$ cat src/design/rx_agc_pkg.sv
// Behaviour
// - Two-bit field picks gain setpoint, 11b reserved
// - Update period is time constant plus one
// - Source bit picks card or reader value
// - Load bit copies static value, self-clears
// - Fix bit 0: divider takes static value
// - Fix bit 1: divider keeps frozen setting
// - Fix bit change alone never loads divider
// - Enable bit switches fixed versus regulated divider
// - Static register holds reader and card values
// - Driver-type bit selects both or single driver
// - Force bit overrides card carrier amplitude to max
// - Residual code 0 full, 1F zero carrier
// - Overshoot residual applies only during prevention pattern
// - Bypass bit disables rising-edge shaping constant
// - Slew field sets regulator slew, both edges
// - Edge time constants apply only in single-pump mode
// - Readable field reports current gain value
`default_nettype none
package rx_agc_pkg;

  // ************************************************************
  // Register map (indices; byte address is four times the index)
  // ************************************************************
  localparam int unsigned ADDR_W          = 10;
  localparam logic [7:0]  IDX_GAIN_STATUS = 8'h1d;
  localparam logic [7:0]  IDX_REF_CONFIG  = 8'h1e;
  localparam logic [7:0]  IDX_STATIC      = 8'h1f;
  localparam logic [7:0]  IDX_TX_CONTROL  = 8'h20;

  // ************************************************************
  // Field positions and reset values
  // ************************************************************
  localparam int unsigned CFG_W        = 16;
  localparam int unsigned CFG_REF_LSB  = 14;
  localparam int unsigned CFG_TC_LSB   = 4;
  localparam int unsigned CFG_SRC_BIT  = 3;
  localparam int unsigned CFG_LOAD_BIT = 2;
  localparam int unsigned CFG_FIX_BIT  = 1;
  localparam int unsigned CFG_EN_BIT   = 0;
  localparam int unsigned GAIN_W       = 10;
  localparam int unsigned STAT_W       = 20;
  localparam int unsigned STAT_RM_LSB  = 10;
  localparam int unsigned STAT_CM_LSB  = 0;
  localparam int unsigned TX_W         = 27;
  localparam int unsigned TX_TYPE_BIT  = 26;
  localparam int unsigned TX_AMP_LSB   = 24;
  localparam int unsigned TX_OVR_LSB   = 19;
  localparam int unsigned TX_MAX_BIT   = 18;
  localparam int unsigned TX_RES_LSB   = 13;
  localparam int unsigned TX_BYP_BIT   = 12;
  localparam int unsigned TX_SLEW_LSB  = 8;
  localparam int unsigned TX_FALL_LSB  = 4;
  localparam int unsigned TX_RISE_LSB  = 0;
  localparam logic [CFG_W-1:0]  CFG_RESET  = 16'h0000;
  localparam logic [STAT_W-1:0] STAT_RESET = 20'h00000;
  localparam logic [TX_W-1:0]   TX_RESET   = 27'h0000000;
  localparam logic [GAIN_W-1:0] GAIN_RESET = 10'h000;
  localparam logic [GAIN_W-1:0] GAIN_MAX   = 10'h3ff;
  localparam logic [1:0]        AMP_MAX    = 2'h3;

  // ************************************************************
  // Bus answers and decode
  // ************************************************************
  localparam logic [1:0] RESP_OKAY   = 2'h0;
  localparam logic [1:0] RESP_SLVERR = 2'h2;

  typedef enum {SEL_NONE, SEL_STATUS, SEL_CONFIG, SEL_STATIC, SEL_TX} regsel_t;

endpackage
`default_nettype wire

$ cat src/design/rx_agc_and_tx_shaping_control.sv
`timescale 1ns/1ps
`default_nettype none
module rx_agc_and_tx_shaping_control (
  // Clock and reset
  input  wire logic                             mclk,
  input  wire logic                             rst,
  // AXI4-Lite write address and data
  input  wire logic [rx_agc_pkg::ADDR_W-1:0]    awaddr,
  input  wire logic                             awvalid,
  output logic                                  awready,
  input  wire logic [31:0]                      wdata,
  input  wire logic [3:0]                       wstrb,
  input  wire logic                             wvalid,
  output logic                                  wready,
  // AXI4-Lite write response
  output logic [1:0]                            bresp,
  output logic                                  bvalid,
  input  wire logic                             bready,
  // AXI4-Lite read
  input  wire logic [rx_agc_pkg::ADDR_W-1:0]    araddr,
  input  wire logic                             arvalid,
  output logic                                  arready,
  output logic [31:0]                           rdata,
  output logic [1:0]                            rresp,
  output logic                                  rvalid,
  input  wire logic                             rready,
  // Analog receiver side
  input  wire logic                             carrierTick,
  input  wire logic                             levelAboveRef,
  output logic [rx_agc_pkg::GAIN_W-1:0]         rxDivider,
  output logic [1:0]                            gainReferenceSelect,
  // Transmitter side
  input  wire logic                             singlePumpMode,
  input  wire logic                             overshootActive,
  output logic                                  loadModDriverSelect,
  output logic [1:0]                            cardCarrierAmplitude,
  output logic [4:0]                            residualCarrierLevel,
  output logic                                  shapingBypass,
  output logic [3:0]                            shapingSlewRate,
  output logic [3:0]                            fallTimeConstant,
  output logic [3:0]                            riseTimeConstant
);

  // ************************************************************
  // Helpers
  // ************************************************************

  // Maps a byte address onto one of the registers, word aligned only.
  function automatic rx_agc_pkg::regsel_t decodeAddr(input logic [rx_agc_pkg::ADDR_W-1:0] a);
    rx_agc_pkg::regsel_t s;
    s = rx_agc_pkg::SEL_NONE;
    if (a[1:0] != 2'h0) begin
      s = rx_agc_pkg::SEL_NONE;
    end else if (a[9:2] == rx_agc_pkg::IDX_GAIN_STATUS) begin
      s = rx_agc_pkg::SEL_STATUS;
    end else if (a[9:2] == rx_agc_pkg::IDX_REF_CONFIG) begin
      s = rx_agc_pkg::SEL_CONFIG;
    end else if (a[9:2] == rx_agc_pkg::IDX_STATIC) begin
      s = rx_agc_pkg::SEL_STATIC;
    end else if (a[9:2] == rx_agc_pkg::IDX_TX_CONTROL) begin
      s = rx_agc_pkg::SEL_TX;
    end
    return s;
  endfunction

  // Merges write data into an old word under the byte strobes.
  function automatic logic [31:0] mergeBytes(input logic [31:0] old, input logic [31:0] d,
                                             input logic [3:0] strb);
    logic [31:0] m;
    m = old;
    for (int i = 0; i < 4; i++) begin
      if (strb[i]) begin
        m[i*8 +: 8] = d[i*8 +: 8];
      end
    end
    return m;
  endfunction

  // ************************************************************
  // Storage
  // ************************************************************
  logic [rx_agc_pkg::ADDR_W-1:0] awAddr_r;
  logic                          awHeld_r;
  logic [31:0]                   wData_r;
  logic [3:0]                    wStrb_r;
  logic                          wHeld_r;
  logic [rx_agc_pkg::CFG_W-1:0]  cfg_r;
  logic [rx_agc_pkg::STAT_W-1:0] static_r;
  logic [rx_agc_pkg::TX_W-1:0]   tx_r;
  logic [rx_agc_pkg::GAIN_W-1:0] divider_r;
  logic [rx_agc_pkg::GAIN_W-1:0] divider_nxt;
  logic [9:0]                    periodCnt_r;
  logic                          loadPulse_r;
  logic                          writeGo;
  logic                          periodEnd;
  logic [31:0]                   wordNow;
  logic [31:0]                   wordNew;
  rx_agc_pkg::regsel_t           wrSel;

  // Field views of the configuration word.
  logic [9:0]                    timeConst;
  logic                          sourceSel;
  logic                          fixSel;
  logic                          regEnable;
  logic [rx_agc_pkg::GAIN_W-1:0] selectedStatic;

  assign timeConst = cfg_r[rx_agc_pkg::CFG_TC_LSB +: 10];
  assign sourceSel = cfg_r[rx_agc_pkg::CFG_SRC_BIT];
  assign fixSel    = cfg_r[rx_agc_pkg::CFG_FIX_BIT];
  assign regEnable = cfg_r[rx_agc_pkg::CFG_EN_BIT];

  // A write completes once both halves are held and no answer is pending.
  assign writeGo = awHeld_r && wHeld_r && !bvalid;
  assign wrSel   = decodeAddr(awAddr_r);

  // ************************************************************
  // Write channels
  // ************************************************************

  // Address and data are taken in either order and held until used.
  always_ff @(posedge mclk) begin
    if (rst) begin
      awHeld_r <= 1'b0;
      awAddr_r <= '0;
    end else if (awvalid && awready) begin
      awHeld_r <= 1'b1;
      awAddr_r <= awaddr;
    end else if (writeGo) begin
      awHeld_r <= 1'b0;
    end
  end

  always_ff @(posedge mclk) begin
    if (rst) begin
      wHeld_r <= 1'b0;
      wData_r <= 32'h00000000;
      wStrb_r <= 4'h0;
    end else if (wvalid && wready) begin
      wHeld_r <= 1'b1;
      wData_r <= wdata;
      wStrb_r <= wstrb;
    end else if (writeGo) begin
      wHeld_r <= 1'b0;
    end
  end

  // Ready is high only while the slot is empty and no response is pending, so a held beat blocks the next.
  always_ff @(posedge mclk) begin
    if (rst) begin
      awready <= 1'b0;
      wready  <= 1'b0;
    end else begin
      awready <= !awHeld_r && !(awvalid && awready) && !bvalid;
      wready  <= !wHeld_r && !(wvalid && wready) && !bvalid;
    end
  end

  // Response, with an error for any address outside the map.
  always_ff @(posedge mclk) begin
    if (rst) begin
      bvalid <= 1'b0;
      bresp  <= rx_agc_pkg::RESP_OKAY;
    end else if (writeGo) begin
      bvalid <= 1'b1;
      bresp  <= (wrSel == rx_agc_pkg::SEL_NONE) ? rx_agc_pkg::RESP_SLVERR : rx_agc_pkg::RESP_OKAY;
    end else if (bready) begin
      bvalid <= 1'b0;
    end
  end

  // Current contents of the written register, for byte merging.
  always_comb begin
    wordNow = 32'h00000000;
    case (wrSel)
      rx_agc_pkg::SEL_CONFIG: wordNow = {16'h0000, cfg_r};
      rx_agc_pkg::SEL_STATIC: wordNow = {12'h000, static_r};
      rx_agc_pkg::SEL_TX:     wordNow = {5'h00, tx_r};
      default:                wordNow = 32'h00000000;
    endcase
  end

  assign wordNew = mergeBytes(wordNow, wData_r, wStrb_r);

  // ************************************************************
  // Registers
  // ************************************************************

  // Configuration word; the load bit is never stored, so it reads zero.
  always_ff @(posedge mclk) begin
    if (rst) begin
      cfg_r <= rx_agc_pkg::CFG_RESET;
    end else if (writeGo && wrSel == rx_agc_pkg::SEL_CONFIG) begin
      cfg_r                             <= wordNew[rx_agc_pkg::CFG_W-1:0];
      cfg_r[rx_agc_pkg::CFG_LOAD_BIT]   <= 1'b0;
    end
  end

  // One-cycle strobe for a write of one to the load bit in the low byte.
  always_ff @(posedge mclk) begin
    if (rst) begin
      loadPulse_r <= 1'b0;
    end else begin
      loadPulse_r <= writeGo && wrSel == rx_agc_pkg::SEL_CONFIG && wStrb_r[0]
                     && wData_r[rx_agc_pkg::CFG_LOAD_BIT];
    end
  end

  // Static reader and card values.
  always_ff @(posedge mclk) begin
    if (rst) begin
      static_r <= rx_agc_pkg::STAT_RESET;
    end else if (writeGo && wrSel == rx_agc_pkg::SEL_STATIC) begin
      static_r <= wordNew[rx_agc_pkg::STAT_W-1:0];
    end
  end

  // Transmitter control word.
  always_ff @(posedge mclk) begin
    if (rst) begin
      tx_r <= rx_agc_pkg::TX_RESET;
    end else if (writeGo && wrSel == rx_agc_pkg::SEL_TX) begin
      tx_r <= wordNew[rx_agc_pkg::TX_W-1:0];
    end
  end

  // ************************************************************
  // Read channel
  // ************************************************************

  // One read at a time; the address is taken only while no data is pending.
  always_ff @(posedge mclk) begin
    if (rst) begin
      arready <= 1'b0;
      rvalid  <= 1'b0;
      rdata   <= 32'h00000000;
      rresp   <= rx_agc_pkg::RESP_OKAY;
    end else if (arvalid && arready) begin
      arready <= 1'b0;
      rvalid  <= 1'b1;
      rresp   <= rx_agc_pkg::RESP_OKAY;
      case (decodeAddr(araddr))
        rx_agc_pkg::SEL_STATUS: rdata <= {22'h000000, divider_r};
        rx_agc_pkg::SEL_CONFIG: rdata <= {16'h0000, cfg_r};
        rx_agc_pkg::SEL_STATIC: rdata <= {12'h000, static_r};
        rx_agc_pkg::SEL_TX:     rdata <= {5'h00, tx_r};
        default: begin
          rdata <= 32'h00000000;
          rresp <= rx_agc_pkg::RESP_SLVERR;
        end
      endcase
    end else if (rvalid) begin
      if (rready) begin
        rvalid <= 1'b0;
      end
    end else begin
      arready <= 1'b1;
    end
  end

  // ************************************************************
  // Gain loop
  // ************************************************************

  assign selectedStatic = sourceSel ? static_r[rx_agc_pkg::STAT_RM_LSB +: 10]
                                    : static_r[rx_agc_pkg::STAT_CM_LSB +: 10];

  assign periodEnd = carrierTick && (periodCnt_r >= timeConst);

  // Carrier cycles counted from zero up to the time constant. Values below
  // the allowed minimum still run, just with a period too short to settle.
  always_ff @(posedge mclk) begin
    if (rst) begin
      periodCnt_r <= 10'h000;
    end else if (!regEnable || periodEnd) begin
      periodCnt_r <= 10'h000;
    end else if (carrierTick) begin
      periodCnt_r <= periodCnt_r + 10'h001;
    end
  end

  // Next divider value: a load wins over regulation, fix mode holds.
  always_comb begin
    divider_nxt = divider_r;
    if (loadPulse_r && (regEnable || !fixSel)) begin
      divider_nxt = selectedStatic;
    end else if (regEnable) begin
      if (periodEnd) begin
        if (levelAboveRef && divider_r != rx_agc_pkg::GAIN_MAX) begin
          divider_nxt = divider_r + 10'h001;
        end else if (!levelAboveRef && divider_r != rx_agc_pkg::GAIN_RESET) begin
          divider_nxt = divider_r - 10'h001;
        end
      end
    end
  end

  always_ff @(posedge mclk) begin
    if (rst) begin
      divider_r <= rx_agc_pkg::GAIN_RESET;
    end else begin
      divider_r <= divider_nxt;
    end
  end

  // Divider and setpoint to the analog receiver.
  always_ff @(posedge mclk) begin
    if (rst) begin
      rxDivider           <= rx_agc_pkg::GAIN_RESET;
      gainReferenceSelect <= 2'h0;
    end else begin
      rxDivider           <= divider_nxt;
      gainReferenceSelect <= cfg_r[rx_agc_pkg::CFG_REF_LSB +: 2];
    end
  end

  // ************************************************************
  // Transmitter shaping outputs
  // ************************************************************

  // Effective settings after the documented overrides are applied.
  always_ff @(posedge mclk) begin
    if (rst) begin
      loadModDriverSelect  <= 1'b0;
      cardCarrierAmplitude <= 2'h0;
      residualCarrierLevel <= 5'h00;
      shapingBypass        <= 1'b0;
      shapingSlewRate      <= 4'h0;
      fallTimeConstant     <= 4'h0;
      riseTimeConstant     <= 4'h0;
    end else begin
      loadModDriverSelect  <= tx_r[rx_agc_pkg::TX_TYPE_BIT];
      cardCarrierAmplitude <= tx_r[rx_agc_pkg::TX_MAX_BIT] ? rx_agc_pkg::AMP_MAX
                                                           : tx_r[rx_agc_pkg::TX_AMP_LSB +: 2];
      residualCarrierLevel <= overshootActive ? tx_r[rx_agc_pkg::TX_OVR_LSB +: 5]
                                              : tx_r[rx_agc_pkg::TX_RES_LSB +: 5];
      shapingBypass        <= tx_r[rx_agc_pkg::TX_BYP_BIT];
      shapingSlewRate      <= tx_r[rx_agc_pkg::TX_SLEW_LSB +: 4];
      fallTimeConstant     <= singlePumpMode ? tx_r[rx_agc_pkg::TX_FALL_LSB +: 4] : 4'h0;
      riseTimeConstant     <= (singlePumpMode && !tx_r[rx_agc_pkg::TX_BYP_BIT])
                              ? tx_r[rx_agc_pkg::TX_RISE_LSB +: 4] : 4'h0;
    end
  end

endmodule
`default_nettype wire

$ cat config.mk
export PLATFORM = sky130hd
export DESIGN_NAME = rx_agc_and_tx_shaping_control
export DESIGN_NICKNAME = d
export VERILOG_FILES = /design/src/design/rx_agc_pkg.sv /design/src/design/rx_agc_and_tx_shaping_control.sv
export SDC_FILE = /design/constraint.sdc
export NUM_CORES = 1
export LEC_CHECK = 0
export BUFFER_PORTS_ARGS = -buffer_cell sky130_fd_sc_hd__buf_2
export CAP_MARGIN = 10
export CORE_AREA = 10 10 139 141
export DETAILED_ROUTE_END_ITERATION = 12
export DIE_AREA = 0 0 149 151
export GPL_ROUTABILITY_DRIVEN = 0
export PLACE_DENSITY = 0.75
export SYNTH_ARGS = -nofsm -noshare
export SYNTH_HDL_FRONTEND = slang
export SYNTH_SLANG_ARGS = --single-unit
export TNS_END_PERCENT = 10
$ cat constraint.sdc
create_clock -name mclk -period 2.4 [get_ports mclk]
set_clock_uncertainty 0.15 [all_clocks]
set_input_delay 0.12 -clock mclk [delete_from_list [all_inputs] [get_ports mclk]]
set_output_delay 0.12 -clock mclk [all_outputs]
set_load 0.05 [all_outputs]
Yosys cells after proc, flatten, opt, wreduce, memory -nomap -nowiden

Cells that the tools add are included.

Flip-flop bits (word level): 190
Input bits: 67
Output and inout bits: 74

Add/sub/neg operators: 3
Order comparisons: 1
Equality and inequality tests: 21
Muxes and demuxes: 36
Bitwise logic cells: 2
Reduce and logical (&&, ||, !) cells: 48

Operators with widths:

| cell                                                                   | count |
|---|---|
| 32-bit by 2-bit equality test with 1-bit output, second input constant | 4 |
| 32-bit by 3-bit equality test with 1-bit output, second input constant | 4 |
| 27-bit case mux with 4 select lines                                    | 1 |
| 27-bit case mux with 3 select lines                                    | 1 |
| 32-bit 2-to-1 mux                                                      | 2 |
| 10-bit 2-to-1 mux                                                      | 6 |
| 8-bit by 5-bit equality test with 1-bit output, second input constant  | 6 |
| 3-bit 2-to-1 mux                                                       | 11 |
| 32-bit by 1-bit equality test with 1-bit output, second input constant | 1 |
| 32-bit by 4-bit equality test with 1-bit output, second input constant | 1 |
| 32-bit logical NOT                                                     | 1 |
| 8-bit 2-to-1 mux                                                       | 3 |
| 10-bit by 1-bit adder with 10-bit output, second input constant        | 2 |
| 1-bit logical AND                                                      | 19 |
| 8-bit by 6-bit equality test with 1-bit output, second input constant  | 2 |
| 2-bit nonzero test                                                     | 7 |
| 10-bit >= comparator                                                   | 1 |
| 10-bit inequality test, second input constant                          | 1 |
| 10-bit nonzero test                                                    | 1 |
| 10-bit by 1-bit subtractor with 10-bit output, second input constant   | 1 |
| 1-bit logical NOT                                                      | 9 |
| 1-bit 2-to-1 mux                                                       | 8 |
| 2-bit OR reduction                                                     | 4 |
| 2-bit 2-to-1 mux                                                       | 3 |
| 8 further kinds                                                        | 12 |

Longest topological paths before layout

Depth in word-level cells: 11
Gate-level depth with buffers: 12
Depth with buffers taken out: 11

Least setup slack after synthesis

No wires, ideal clock.

Path kind: flip-flop to flip-flop
Start: register rxDivider[0] (netlist name)
End: register rxDivider[6] (netlist name)
Arrival: 2.838 ns
Data required time: 2.163 ns
Path slack: -0.675 ns
Cell stages (with the launch flop): 13
Period minus slack after synthesis: 3.075 ns
Cell sequence: dfxtp_1 -> buf_2 -> nand4_1 -> nor3_1 -> nand2b_1 -> inv_1 -> fa_1 -> nor2b_1 -> o2111ai_1 -> nand3b_1 -> xnor2_1 -> mux2_2 -> a211oi_1

RTL lines:

| item                 | line                                 | source |
|---|---|---|
| to (signal assigned) | rx_agc_and_tx_shaping_control.sv:308 | `rxDivider <= rx_agc_pkg::GAIN_RESET;` |
| to (signal assigned) | rx_agc_and_tx_shaping_control.sv:311 | `rxDivider <= divider_nxt;` |
| to (decl)            | rx_agc_and_tx_shaping_control.sv:30  | `output logic [rx_agc_pkg::GAIN_W-1:0] rxDivider,` |

==> metrics <==
status=complete, but fails checks; failing checks=setup timing; number of synthesized flops with an enable pin=0; Initial DRC Count=948; Tcrit/Tclk final=107%; initial antenna violation count=0; final max-slew violation count=0; via density per instance=5.74; post-route ant nets=0; Total GRT Usage=20.9%; vias in the first global route=between 7000 and 8000; pwr dens=589 nW/µm²; synthesized cell area=slightly above 8000 µm²; placed cell count=1259; total core area=16500 µm²; Worst Setup Path Type=reg2reg; fmax=between 0.3 and 0.4 GHz; TritonCTS buffer count=17; Die Area=22500 µm²; WL met1=10700 µm; top sig layer=met4; Synth async-reset ratio=0%; synthesis-to-layout area growth=27.8%; area fraction of the dominant cell type after synthesis=between 40% and 50%; Yosys top cell by area=dfxtp_1; Fin. Hold Viols=0; via count=about 7700; #FFs+latches synth=between 150 and 200; Pre-antenna DRT Iters=7; Leak Pwr=around 4 nW; routed length per instance=roughly 18 µm; worst min path class=in2reg; commonest cells in the netlist=dfxtp_1, nand2_1, nor2_1, a21oi_1, a211oi_2; pin count of the biggest net entering global routing=50; GRT overflow=0; layout cells sized above 1=between 20 and 30%; sequential element share of the synthesized area=between 40% and 50%; Top Ports=about 140; most common cell in the netlist=dfxtp_1; Worst setup EP type=flop; Final WS setup=-0.157 ns; Max FO, Critical Path=6; number of standard cells after synthesis=923; htree depth=4; clock sink count=~180; CTS Root Cell=clkbuf_16; Clk Latency, worst-skew pair=0.43 ns; top_reg_cell synth=dfxtp_1; drt total wl=24300 µm; Layout Cells excl Fill=1346; row count=47; DP HPWL=16900 µm; Yosys warnings=0; drt drc=0; Synth cell types=68; minimum clock period=2.56 ns; Arr. time, crit path=around 2.8 ns; Design Power=between 6 and 7 mW; ranking of synthesized cells by area=dfxtp_1, a211oi_2, nand2_1, nor2_1, a21oi_1; global-route wire length before repair=about 38000 µm; Avg Cell Area, Syn=9.00 µm²; Fillers=approximately 1400; RSZ-0062 raised after global routing=yes; WL met3=2410 µm; clk slew on worst S/H paths=0.07 ns; pre-CTS WS=-0.223 ns; required time worst endpoint=2.59 ns; clock buffer depth=2; Nets=1201; met2 wire length=10600 µm; die span in y=151 µm; Die Width=149 µm; startpoint types=flop; Worst Tran Pin Value=0.831 ns; # setup viols final=5; Max VDD drop=519 µV; CTS tree=yes; starting density of the core=50.4%; total of max-cap violations=0; n_diodes=0; Port Buffer Count=128; relative slew slack=between 40% and 50%
## final cells by class
class                   count  area, µm²  share of cell area [%]
multi-input cells         650       4310                    40.6
flip-flops and latches    183       3700                    34.9
repair buffers            237       1680                    15.8
clock buffers              18        439                    4.14
well taps                 220        275                    2.59
clock inverters            13        121                    1.14
inverters                  25       93.8                   0.884
## per-stage QoR
step	TNS (ns)	hold WS, ns	util (%)	instance area, µm²
after floorplan	-0.492	0.106	-	8380
after global placement	-0.126	0.211	57.2	9420
after detailed placement	-0.532	0.216	57.2	9420
after CTS	-0.243	0.0651	64.1	10600
after global routing	-1.31	0.127	64.4	10600
final	-0.578	0.0809	64.4	10600
## registers in the layout (all words and copies together), names as in the netlist, 2 cells and up
register	cells
rdata	27
tx_r	27
wData_r	27
static_r	20
cfg_r	15
awAddr_r	10
periodCnt_r	10
rxDivider	10
residualCarrierLevel	5
fallTimeConstant	4
riseTimeConstant	4
shapingSlewRate	4
wStrb_r	4
cardCarrierAmplitude	2
gainReferenceSelect	2
## layout by cell type, fill, tap and decap left out, drive strengths merged, types with 4 or more instances in the layout
master / instances
buf: 187
dfxtp: 183
nand2: 129
nor2: 107
a21oi: 89
a211oi: 60
dlygate4sd3: 50
inv: 29
o21ai: 24
a222oi: 21
ha: 19
clkbuf: 18
mux2i: 15
a22o: 14
nor2b: 13
and2: 13
nor3: 11
nand3: 10
xor2: 10
a21o: 10
xnor2: 9
a22oi: 8
nor4: 8
conb: 7
a32oi: 5
nand4: 5
a221oi: 5
o31ai: 5
o211ai: 5
a31oi: 4
clkinvlp: 4
and3: 4
clkinv: 4
## path summary, 6_finish.rpt
kind,start,end,slack [ns],cells past startpoint
worst max-delay path,rxDivider[7],rxDivider[7],-0.16,11
worst min-delay path,awvalid,awAddr_r[9],0.08,4
worst max register to register,rxDivider[7],rxDivider[7],-0.16,11
worst min register to register,rdata[18],rdata[18],0.30,2
## per-layer routing
metal | vias up | track usage, %
li1 | 3678 | -
met1 | 3584 | 28.0
met2 | 411 | 32.5
met3 | 47 | 4.62
met4 | 0 | 7.46
met5 | - | 0
## worst max-delay path, stage by stage, from the launching register on
cell,delay (ns)
dfxtp_4,0.34
nand4_1,0.11
nor3_2,0.24
nand2b_4,0.21
buf_4,0.12
buf_4,0.11
ha_1,0.22
o21ai_0,0.11
o21bai_1,0.30
o31ai_4,0.13
xor2_1,0.17
o31ai_1,0.23
## report_power, final
group / leakage, nW / switching (mW) / internal (mW)
clock: 0.267 / 1.22 / 1.46
combinational: 2.25 / 0.277 / 0.183
sequential: 1.49 / 0.0416 / 3.07
total: 4.01 / 1.54 / 4.72
## cell families after synthesis
logic type / Yosys count / share of synthesized area [%]
and+or+nand+nor: 318 / 17.7
AOI/OAI and AO/OA: 270 / 25.6
xor gates and xnor gates: 19 / 2.00
other: 1 / 0.0452
muxes: 16 / 1.94
buffers and inverters: 96 / 5.51
adders and majority gates: 20 / 3.10
DFF: 183 / 44.1
## timing repair
| item | 4_1_cts | 5_1_grt |
|---|---|---|
| endpoints found under the hold margin | 63 | 0 |
| gates resized for setup | 9 | 9 |
| buffers inserted | 5 | 1 |
| pin swaps | 9 | 13 |
| endpoints found under the setup margin | 5 | 18 |
| hold buffers | 50 | 0 |
Note: power is estimated with default switching activity, not from simulation.
